$ cat config.mk
export PLATFORM = sky130hd
export DESIGN_NAME = dtbc_commutator
export DESIGN_NICKNAME = d
export VERILOG_FILES = /design/src/hdl/dtbc_pkg.sv /design/src/hdl/dtbc_sync.sv /design/src/hdl/dtbc_commutator.sv
export SDC_FILE = /design/constraint.sdc
export NUM_CORES = 1
export LEC_CHECK = 0
export ABC_AREA = 1
export BUFFER_PORTS_ARGS = -buffer_cell sky130_fd_sc_hd__buf_2
export CELL_PAD_IN_SITES_DETAIL_PLACEMENT = 0
export CELL_PAD_IN_SITES_GLOBAL_PLACEMENT = 2
export CORE_MARGIN = 4
export CORE_UTILIZATION = 38
export CTS_CLUSTER_SIZE = 10
export DETAILED_ROUTE_END_ITERATION = 10
export GPL_TIMING_DRIVEN = 1
export PLACE_DENSITY = 0.81
export SETUP_SLACK_MARGIN = 0.3
export SYNTH_ARGS = -nofsm -noshare
export SYNTH_HDL_FRONTEND = slang
export SYNTH_SLANG_ARGS = --single-unit
$ cat constraint.sdc
create_clock -name clk_i -period 1.45 [get_ports clk_i]
set_input_delay 0 -clock clk_i [delete_from_list [all_inputs] [get_ports clk_i]]
set_output_delay 0 -clock clk_i [all_outputs]
set_load 0.02 [all_outputs]
$ cat src/hdl/dtbc_pkg.sv
// Constants for the dead-time blanking commutator.
// Assumes a 40 MHz system clock from which the blanking oscillator tick is divided.
// Function
// - Blanking acts only with blanking enable high
// - Oscillator tick clocks only the delay line
// - Polarity passes three-stage tick-clocked delay line
// - With blanking enabled, outputs enabled only while all stages agree
// - Polarity change blanks outputs two tick periods
// - Blanking start may lag up to one period
// - Polarity change reverses every sink and source
// - Phasing select high decodes 30-degree Hall phasing
// - Tied b and c leave four position states
package dtbc_pkg;
    localparam int CLK_FREQ_MHZ  = 40;
    // Period of the blanking oscillator; two periods must exceed switch turn-off
    localparam int OSC_PERIOD_NS = 2400;
    localparam int OSC_CYCLES    = (OSC_PERIOD_NS * CLK_FREQ_MHZ) / 1000;
    localparam int SYNC_STAGES   = 3;
    localparam int DELAY_STAGES  = 3;
    localparam int PHASES        = 3;
    localparam logic [2:0] DRIVE_OFF = 3'h0;
    localparam logic [2:0] DRIVE_P1  = 3'h1;
    localparam logic [2:0] DRIVE_P2  = 3'h2;
    localparam logic [2:0] DRIVE_P3  = 3'h4;
endpackage : dtbc_pkg

$ cat src/hdl/dtbc_sync.sv
// Three-flop input synchroniser with agreement filter, one per bit.
// Assumes asynchronous inputs; output changes once flops two and three agree.
`timescale 1ns/10ps
module dtbc_sync
    import dtbc_pkg::*;
#(
    parameter int WIDTH = 1
) (
    input  wire logic             clk_i,
    input  wire logic             rstn_i,
    input  wire logic [WIDTH-1:0] async_i,
    output logic      [WIDTH-1:0] sync_o
);
    typedef struct packed {
        logic [WIDTH-1:0] ff1;
        logic [WIDTH-1:0] ff2;
        logic [WIDTH-1:0] ff3;
        logic [WIDTH-1:0] out;
    } dtbc_sync_st_t;

    dtbc_sync_st_t s_r;
    dtbc_sync_st_t s_nxt;

    always_comb begin
        s_nxt     = s_r;
        s_nxt.ff1 = async_i;
        s_nxt.ff2 = s_r.ff1;
        s_nxt.ff3 = s_r.ff2;
        for (int i = 0; i < WIDTH; i++) begin
            if (s_r.ff2[i] == s_r.ff3[i]) begin
                s_nxt.out[i] = s_r.ff3[i];
            end
        end
    end

    always_ff @(posedge clk_i or negedge rstn_i) begin
        if (!rstn_i) begin
            s_r <= '0;
        end else begin
            s_r <= s_nxt;
        end
    end

    assign sync_o = s_r.out;

    property p_sync_agree;
        @(posedge clk_i) disable iff (!rstn_i)
        (s_r.ff2 != s_r.out) && (s_r.ff2 == s_r.ff3) |=> (sync_o == $past(s_r.ff3));
    endproperty
    a_sync_agree: assert property (p_sync_agree) else $error("sync output missed agreed value");
endmodule : dtbc_sync

$ cat src/hdl/dtbc_commutator.sv
// Dead-time blanking commutator: Hall decode, polarity delay line, output gating.
// Assumes asynchronous pins; drive outputs go to external power switches.
`timescale 1ns/10ps
module dtbc_commutator
    import dtbc_pkg::*;
#(
    parameter int OSC_DIV = OSC_CYCLES
) (
    input  wire logic        clk_i,
    input  wire logic        rstn_i,
    input  wire logic        polarity_i,
    input  wire logic        blank_en_i,
    input  wire logic        phase30_sel_i,
    input  wire logic        hall_in_a_i,
    input  wire logic        hall_in_b_i,
    input  wire logic        hall_in_c_i,
    output logic      [2:0]  sink_o,
    output logic      [2:0]  source_o
);
    localparam int DIV_W = $clog2(OSC_DIV + 1);
    localparam logic [DIV_W-1:0] DIV_LAST = DIV_W'(OSC_DIV - 1);
    // Helper count for the dead-time check; saturates at two tick periods
    localparam int               BLANK_MIN = 2 * OSC_DIV;
    localparam int               CNT_W     = $clog2(BLANK_MIN + 1);
    localparam logic [CNT_W-1:0] CNT_LAST  = CNT_W'(BLANK_MIN);

    typedef struct packed {
        logic [DIV_W-1:0] div_cnt;
        logic             tick;
        logic [CNT_W-1:0] blank_cnt;
        logic             delay_stage_a;
        logic             delay_stage_b;
        logic             delay_stage_c;
        logic [2:0]       sink;
        logic [2:0]       source;
    } dtbc_state_t;

    dtbc_state_t s_r;
    dtbc_state_t s_nxt;

    logic [5:0] pins_sync;
    logic       pol_s;
    logic       blank_en_s;
    logic       phase30_s;
    logic [2:0] hall_s;
    logic       agree_gate_a;
    logic       agree_gate_b;
    logic       agree;
    logic       drive_pol;
    logic [2:0] dec_sink;
    logic [2:0] dec_source;

    // Lag of the synchroniser plus tick phase gives the blanking start jitter
    dtbc_sync #(
        .WIDTH (6)
    ) u_sync (
        .clk_i   (clk_i),
        .rstn_i  (rstn_i),
        .async_i ({polarity_i, blank_en_i, phase30_sel_i,
                   hall_in_a_i, hall_in_b_i, hall_in_c_i}),
        .sync_o  (pins_sync)
    );

    assign pol_s      = pins_sync[5];
    assign blank_en_s = pins_sync[4];
    assign phase30_s  = pins_sync[3];
    assign hall_s     = pins_sync[2:0];

    // Both gates need all three stages equal
    assign agree_gate_a = s_r.delay_stage_a & s_r.delay_stage_b & s_r.delay_stage_c;
    assign agree_gate_b = ~(s_r.delay_stage_a | s_r.delay_stage_b | s_r.delay_stage_c);
    assign agree        = agree_gate_a | agree_gate_b;

    // Without blanking the polarity goes straight through
    assign drive_pol = blank_en_s ? s_r.delay_stage_c : pol_s;

    // Position decode; hall_s = {a, b, c}. With b tied to c only four codes occur
    always_comb begin
        dec_sink   = DRIVE_OFF;
        dec_source = DRIVE_OFF;
        if (phase30_s) begin
            unique case (hall_s)
                3'h0: begin dec_sink = DRIVE_P1; dec_source = DRIVE_P2; end
                3'h1: begin dec_sink = DRIVE_P1; dec_source = DRIVE_P3; end
                3'h3: begin dec_sink = DRIVE_P2; dec_source = DRIVE_P3; end
                3'h7: begin dec_sink = DRIVE_P2; dec_source = DRIVE_P1; end
                3'h6: begin dec_sink = DRIVE_P3; dec_source = DRIVE_P1; end
                3'h4: begin dec_sink = DRIVE_P3; dec_source = DRIVE_P2; end
                default: begin dec_sink = DRIVE_OFF; dec_source = DRIVE_OFF; end
            endcase
        end else begin
            unique case (hall_s)
                3'h5: begin dec_sink = DRIVE_P1; dec_source = DRIVE_P2; end
                3'h4: begin dec_sink = DRIVE_P1; dec_source = DRIVE_P3; end
                3'h6: begin dec_sink = DRIVE_P2; dec_source = DRIVE_P3; end
                3'h2: begin dec_sink = DRIVE_P2; dec_source = DRIVE_P1; end
                3'h3: begin dec_sink = DRIVE_P3; dec_source = DRIVE_P1; end
                3'h1: begin dec_sink = DRIVE_P3; dec_source = DRIVE_P2; end
                default: begin dec_sink = DRIVE_OFF; dec_source = DRIVE_OFF; end
            endcase
        end
    end

    always_comb begin
        s_nxt      = s_r;
        s_nxt.tick = 1'b0;
        // Tick divider stands in for the adjustable oscillator
        if (s_r.div_cnt == DIV_LAST) begin
            s_nxt.div_cnt = '0;
            s_nxt.tick    = 1'b1;
        end else begin
            s_nxt.div_cnt = s_r.div_cnt + DIV_W'(1);
        end
        // Only the delay line moves on the tick
        if (s_r.tick) begin
            s_nxt.delay_stage_a = pol_s;
            s_nxt.delay_stage_b = s_r.delay_stage_a;
            s_nxt.delay_stage_c = s_r.delay_stage_b;
        end
        // Outputs follow decode every clock, gated by agreement while blanking is enabled
        if (blank_en_s && !agree) begin
            s_nxt.sink   = DRIVE_OFF;
            s_nxt.source = DRIVE_OFF;
        end else if (drive_pol) begin
            s_nxt.sink   = dec_sink;
            s_nxt.source = dec_source;
        end else begin // Reversal swaps sink and source
            s_nxt.sink   = dec_source;
            s_nxt.source = dec_sink;
        end
        // Counts disagreement cycles; a short pulse can only lengthen it
        if (agree) begin
            s_nxt.blank_cnt = '0;
        end else if (s_r.blank_cnt != CNT_LAST) begin
            s_nxt.blank_cnt = s_r.blank_cnt + CNT_W'(1);
        end
    end

    always_ff @(posedge clk_i or negedge rstn_i) begin
        if (!rstn_i) begin
            s_r <= '0;
        end else begin
            s_r <= s_nxt;
        end
    end

    assign sink_o   = s_r.sink;
    assign source_o = s_r.source;

    property p_gate_off;
        @(posedge clk_i) disable iff (!rstn_i)
        blank_en_s && !agree |=> (sink_o == DRIVE_OFF) && (source_o == DRIVE_OFF);
    endproperty
    a_gate_off: assert property (p_gate_off) else $error("outputs on during disagreement");

    property p_shift;
        @(posedge clk_i) disable iff (!rstn_i)
        s_r.tick |=> (s_r.delay_stage_b == $past(s_r.delay_stage_a))
                  && (s_r.delay_stage_c == $past(s_r.delay_stage_b))
                  && (s_r.delay_stage_a == $past(pol_s));
    endproperty
    a_shift: assert property (p_shift) else $error("delay line did not shift");

    property p_hold;
        @(posedge clk_i) disable iff (!rstn_i)
        !s_r.tick |=> $stable({s_r.delay_stage_a, s_r.delay_stage_b, s_r.delay_stage_c});
    endproperty
    a_hold: assert property (p_hold) else $error("delay line moved without tick");

    property p_blank_len;
        @(posedge clk_i) disable iff (!rstn_i)
        blank_en_s && s_r.tick && (pol_s != s_r.delay_stage_a)
        && (s_r.delay_stage_a == s_r.delay_stage_b)
        && (s_r.delay_stage_b == s_r.delay_stage_c)
        |=> !agree [*2];
    endproperty
    a_blank_len: assert property (p_blank_len) else $error("blanking too short");

    property p_bypass;
        @(posedge clk_i) disable iff (!rstn_i)
        !blank_en_s && pol_s |=> (sink_o == $past(dec_sink)) && (source_o == $past(dec_source));
    endproperty
    a_bypass: assert property (p_bypass) else $error("bypass did not pass decode");

    property p_reverse;
        @(posedge clk_i) disable iff (!rstn_i)
        !blank_en_s && !pol_s |=> (sink_o == $past(dec_source)) && (source_o == $past(dec_sink));
    endproperty
    a_reverse: assert property (p_reverse) else $error("reversal did not swap drives");

    property p_dec30;
        @(posedge clk_i) disable iff (!rstn_i)
        phase30_s && (hall_s == 3'h0) && drive_pol && (!blank_en_s || agree)
        |=> (sink_o == DRIVE_P1) && (source_o == DRIVE_P2);
    endproperty
    a_dec30: assert property (p_dec30) else $error("30-degree decode wrong");

    // Decode and swap never pair a sink and source on one phase
    property p_no_shoot;
        @(posedge clk_i) disable iff (!rstn_i)
        (sink_o & source_o) == DRIVE_OFF;
    endproperty
    a_no_shoot: assert property (p_no_shoot) else $error("sink and source on same phase");

    property p_agree_on;
        @(posedge clk_i) disable iff (!rstn_i)
        blank_en_s && agree |=> ((sink_o | source_o) == ($past(dec_sink) | $past(dec_source)));
    endproperty
    a_agree_on: assert property (p_agree_on) else $error("outputs off in agreement");

    property p_blank_min;
        @(posedge clk_i) disable iff (!rstn_i)
        !agree ##1 agree |-> (s_r.blank_cnt == CNT_LAST);
    endproperty
    a_blank_min: assert property (p_blank_min) else $error("dead time too short");

    // Quadrature wiring under 30-degree phasing must always land on a drivable code
    property p_quad_states;
        @(posedge clk_i) disable iff (!rstn_i)
        phase30_s && (hall_s[1] == hall_s[0]) |-> (dec_sink != DRIVE_OFF) && (dec_source != DRIVE_OFF);
    endproperty
    a_quad_states: assert property (p_quad_states) else $error("tied code undecoded");

    property p_tick_period;
        @(posedge clk_i) disable iff (!rstn_i)
        s_r.tick |=> !s_r.tick;
    endproperty
    a_tick_period: assert property (p_tick_period) else $error("tick wider than one cycle");
endmodule : dtbc_commutator

* Word-level counts from Yosys, hierarchy flattened *
Cells that the tools add are included.

storage, ports and cells
  register bits after elaboration = 41
  input port bits = 8
  output and inout bits = 6
  word-level logic and storage cells = 61

operators by class
  add/sub/neg operators = 1
  equality and inequality tests = 14
  multiplexer cells = 11
  bitwise gates (word level) = 6
  reductions and logical operators = 13

operators with widths
  operator                                                          number
  3-bit case mux with 3 select lines                                4
  2-bit OR reduction                                                10
  3-bit == test (second input constant)                             4
  6-bit two-way mux                                                 2
  7-bit by 1-bit adder with 7-bit output (second input constant)    1
  7-bit == test (second input constant)                             1
  7-bit two-way mux                                                 1
  1-bit == test                                                     6
  3-bit by 2-bit == test with 1-bit output (second input constant)  2
  3-bit two-way mux                                                 2
  3-bit by 1-bit == test with 1-bit output (second input constant)  1
  3-bit logical NOT                                                 1
  1-bit OR                                                          3
  1-bit AND                                                         2
  1-bit two-way mux                                                 2
  1-bit logical AND                                                 1
  1-bit logical NOT                                                 1
  1-bit NOT                                                         1

* Logic depth before layout (Yosys ltp) *
  depth after elaboration = 7
  mapped depth = 7
  gate-level depth less buffers = 7

* By module *
Synthesis repeated with hierarchy kept, for this count alone.

second synthesis, totals
  cells, all modules = 165
  area total of the unflattened synthesis = 1604.0 um^2

by module, submodules not included
  module           times used  cells an instance  area each (um^2)  sequential area each (um^2)
  dtbc_commutator  1           111                860.8             425.4
  dtbc_sync        1           54                 743.2             600.6

* Worst setup path after synthesis *
No wires, ideal clock.

  kind = register to register
  start point = register s_r[18] (netlist name)
  end point = register s_r[21] (netlist name)
  setup time = 0.119 ns
  data arrival time = 1.001 ns
  required time = 1.331 ns
  path slack = 0.331 ns
  cell stages (with the launch flop) = 7
  path buffers = 0
  clock period less this slack = 1.119 ns
  cell sequence = dfrtp_1 > ha_1 > nand2_2 > nor2_4 > nand2_4 > nor2_8 > nor2_2

RTL lines
  element                   RTL line                text
  start: declaration        dtbc_commutator.sv:38   dtbc_state_t s_r;
  start signal: assignment  dtbc_commutator.sv:143  s_r <= s_nxt;

==> key figures <==
Outcome
  • Status: finished, final reports clean

Setup path
  • CP endpoint kind: flip-flop
  • Crit-path leading delay family: simple AND/OR/NAND/NOR gates
  • Critical path fanouts, max: 4
  • Arr. time, crit path: 1.27 ns
  • Slowest CP cell: dfrtp_1
  • Startpoint types: flip-flop
  • Worst-path cell chain: ha_2, nand2_2, nor2_4, nand2_4, nor2_8, a21oi_2
  • Req. time, crit path: between 1.5 and 2 ns
  • Critical Path Max Stage Delay: around 0.36 ns
  • Kind of critical path: reg -> reg
  • Worst Path Buf+Inv: 0

Logic synthesis
  • Largest area contributor in the netlist: dfrtp_1
  • Post-synthesis sequential area ratio: between 60% and 70%
  • Top-area cell type share of the netlist area: ~67%
  • Synth Area in Compound Gates: under 10%
  • Synthesized flop and latch total: between 40 and 50
  • Synthesized instance count: around 130
  • Total nets after synthesis: about 140
  • Synth Warn #: 0
  • Largest family of logic cells by synthesized area: simple AND/OR/NAND/NOR gates
  • Most common flop cell mapped by yosys: dfrtp_1
  • Most frequent cell after synthesis: dfrtp_1
  • Synthesized area: about 1500 µm²
  • Post-synth ARST share: between 90% and 100%
  • Post-synthesis mux area share: 0.651%
  • Synth unique cells: 19
  • Top cells by area, synth: dfrtp_1 67%, nand2_1 8.1%, maj3_1 3.9%
  • Adder-Cell Fraction of Synth Area: under 10%
  • Post-Synth Simple-Gate Area: 17.8%
  • Avg Cell Area, Syn: between 10 and 15 µm²
  • XOR/XNOR share of the synthesized area: between 1.5 and 2%
  • Top cells by count, synth: 41 x dfrtp_1, 33 x nand2_1, 10 x inv_1
  • EDFF count, synth: 0

Global route
  • Pin count of the biggest net entering global routing: 22
  • First-pass GRT wire length: around 4000 µm
  • Number of global-route vias before repair: ~960
  • Gr usage total: about a tenth
  • M1 GR Usage: about 13%
  • Met3 global-route usage: roughly 4.6%
  • Initial antenna violation count: 0
  • Grt peak-use layer: met2
  • Met2 Track Usage GR: 15.9%
  • Global route overflow: 0

Timing
  • Fin. Hold Viols: 0
  • Tcrit/Tclk final: 76.1%
  • Setup Viol. Count Final: 0
  • Max Transition Viols Final: 0
  • Setup tns final: 0 ns
  • Achievable frequency: approximately 900 MHz
  • RSZ-0062 raised after global routing: true
  • Worst-Margin Slew: roughly 0.48 ns
  • Final clock skew: 0.00539 ns
  • Crit path time final: 1.10 ns
  • Worst slew margin relative to its limit: between 60% and 70%

Routing
  • DR WL/cell: 10.2 µm
  • 1st-iter DRT viols: 29
  • Vias per inst: about 4.4
  • Routed Antenna Nets: 0
  • DRC: 0
  • Total vias in the final route: 911
  • Drt pass-1 iters: 4
  • Final WL: 2110 µm

Floorplanning
  • Cell row count: 22
  • Initial Utilization: between 40% and 50%
  • IO Pins: 14
  • Core area: ~3800 µm²
  • Die Span Y: 71.6 µm
  • Full die area: just over 5000 µm²
  • Die Wd: around 72 µm

Power and ir drop
  • Peak supply drop: between 0.7 and 0.8 mV
  • LEAKAGE: 0.912 nW
  • Pwr Density: between 1000 and 1500 nW/µm²

Clock network
  • Clk pin slew, worst setup/hold paths: ~0.08 ns
  • Clock Sinks: slightly above 40
  • Clock Tree Buf Depth: 2
  • CTS Root Cell: clkbuf_8
  • TritonCTS clock tree: built
  • TritonCTS buffer count: 5
  • Clock Latency Late Sink: between 0.2 and 0.3 ns
  • Htree depth: 2

Cells and area
  • Layout area overhead: 18.1%
  • Final-stage net count: ~170
  • Fraction of layout cells with a size suffix above 1: 23.4%
  • Diodes inserted: 0
  • Non-filler cells, final: between 200 and 250

Placed design
  • Final GP Congestion: approximately 0.77
  • Final HPWL from detailed placement: 1530 µm
  • Dpl cells: 189
  • IO buf count: 13

Hold path
  • Worst Hold Class: in -> async

Job
  • Max Cap Violations: 0
cell families after synthesis:
logic type,count (synthesis)
mux,1
flops,41
simple gates,58
buf+inv,16
compound gates,7
fa+ha+maj,7
xor+xnor,3
final timing paths:
path | start | end | cells past startpoint | slack [ns]
setup / recovery | s_r[18]$_DFF_PN0_ | s_r[23]$_DFF_PN0_ | 6 | 0.35
hold / removal | rstn_i | u_sync.s_nxt[14]$_DFF_PN0_ | 2 | 0.19
setup reg to reg | s_r[18]$_DFF_PN0_ | s_r[23]$_DFF_PN0_ | 6 | 0.35
hold reg to reg | u_sync.s_nxt[13]$_DFF_PN0_ | u_sync.s_nxt[7]$_DFF_PN0_ | 0 | 0.35
max in group asynchronous | rstn_i | s_r[19]$_DFF_PN0_ | 3 | 0.79
min in group clk_i | u_sync.s_nxt[13]$_DFF_PN0_ | u_sync.s_nxt[7]$_DFF_PN0_ | 0 | 0.35
metal layers:
layer  routed length (µm)  share of wire (%)  vias to the layer above
met2                 1020                 48                       14
met4                   23                1.1                        0
met1                  978                 46                      438
met3                   87                4.1                        2
li1                     -                  -                      457
met5                    0                  0                        -
worst reg2reg max path, stage by stage, from the launching register on:
cell     delay (ns)
dfrtp_1        0.36
ha_2           0.20
nand2_2        0.07
nor2_4         0.12
nand2_4        0.08
nor2_8         0.11
a21oi_2        0.04
report_power, final:
part           switching [mW]  total, mW  internal (mW)
clock                   0.382      0.723          0.341
sequential             0.0371       1.25           1.22
combinational           0.156      0.254         0.0984
stage by stage:
step / hold WS [ns] / power (mW) / worst slack, ns / utilization, % / cell area, µm²
after floorplan: -0.296 / 1.47 / 0.331 / - / 1540
after global placement: -0.0143 / 1.52 / 0.292 / 43.4 / 1640
after detailed placement: -0.00795 / 1.53 / 0.240 / 43.4 / 1640
after CTS: 0.202 / 2.28 / 0.331 / 48.1 / 1810
after global routing: 0.239 / 2.36 / 0.275 / 48.1 / 1810
final: 0.191 / 2.23 / 0.346 / 48.1 / 1810
cell usage in the layout, fill, tap and decap left out, types with 2 or more instances in the layout:
cell type | synthesis | layout
buf_2 | 0 | 13
nand2_2 | 3 | 3
dlygate4sd3_1 | 0 | 7
o21ai_2 | 2 | 2
nor2_2 | 3 | 3
maj3_1 | 6 | 6
clkbuf_8 | 0 | 5
dfrtp_1 | 41 | 41
xor2_1 | 2 | 2
nand3_1 | 7 | 7
nor2_1 | 9 | 9
nand2_1 | 33 | 33
o21ai_0 | 4 | 4
buf_4 | 6 | 2
inv_1 | 10 | 10
sequential cells by signal, summed over array words and instances, names as in the netlist:
name	count
s_r	11
u_sync.s_nxt	12
u_sync.sync_o	6
source_o	3
sink_o	3
u_sync.s_r	6
what timing repair did:
action,4_1_cts,5_1_grt
gates resized for setup,1,0
buffers inserted,2,0
hold buffers,7,0
endpoints found under the setup margin,3,3
pin swaps,1,2
gates cloned,0,0
endpoints found under the hold margin,26,0
final cells by class:
cell class                 count  area [µm²]
fill                         341        1960
sequential                    41        1030
multi-input combinational     76         430
timing repair buffer          23         170
clock buffer                   5        68.8
tap                           48        60.1
inverter                      10        37.5
clock inverter                 3        21.3
Note: power is estimated with default switching activity, not from simulation.
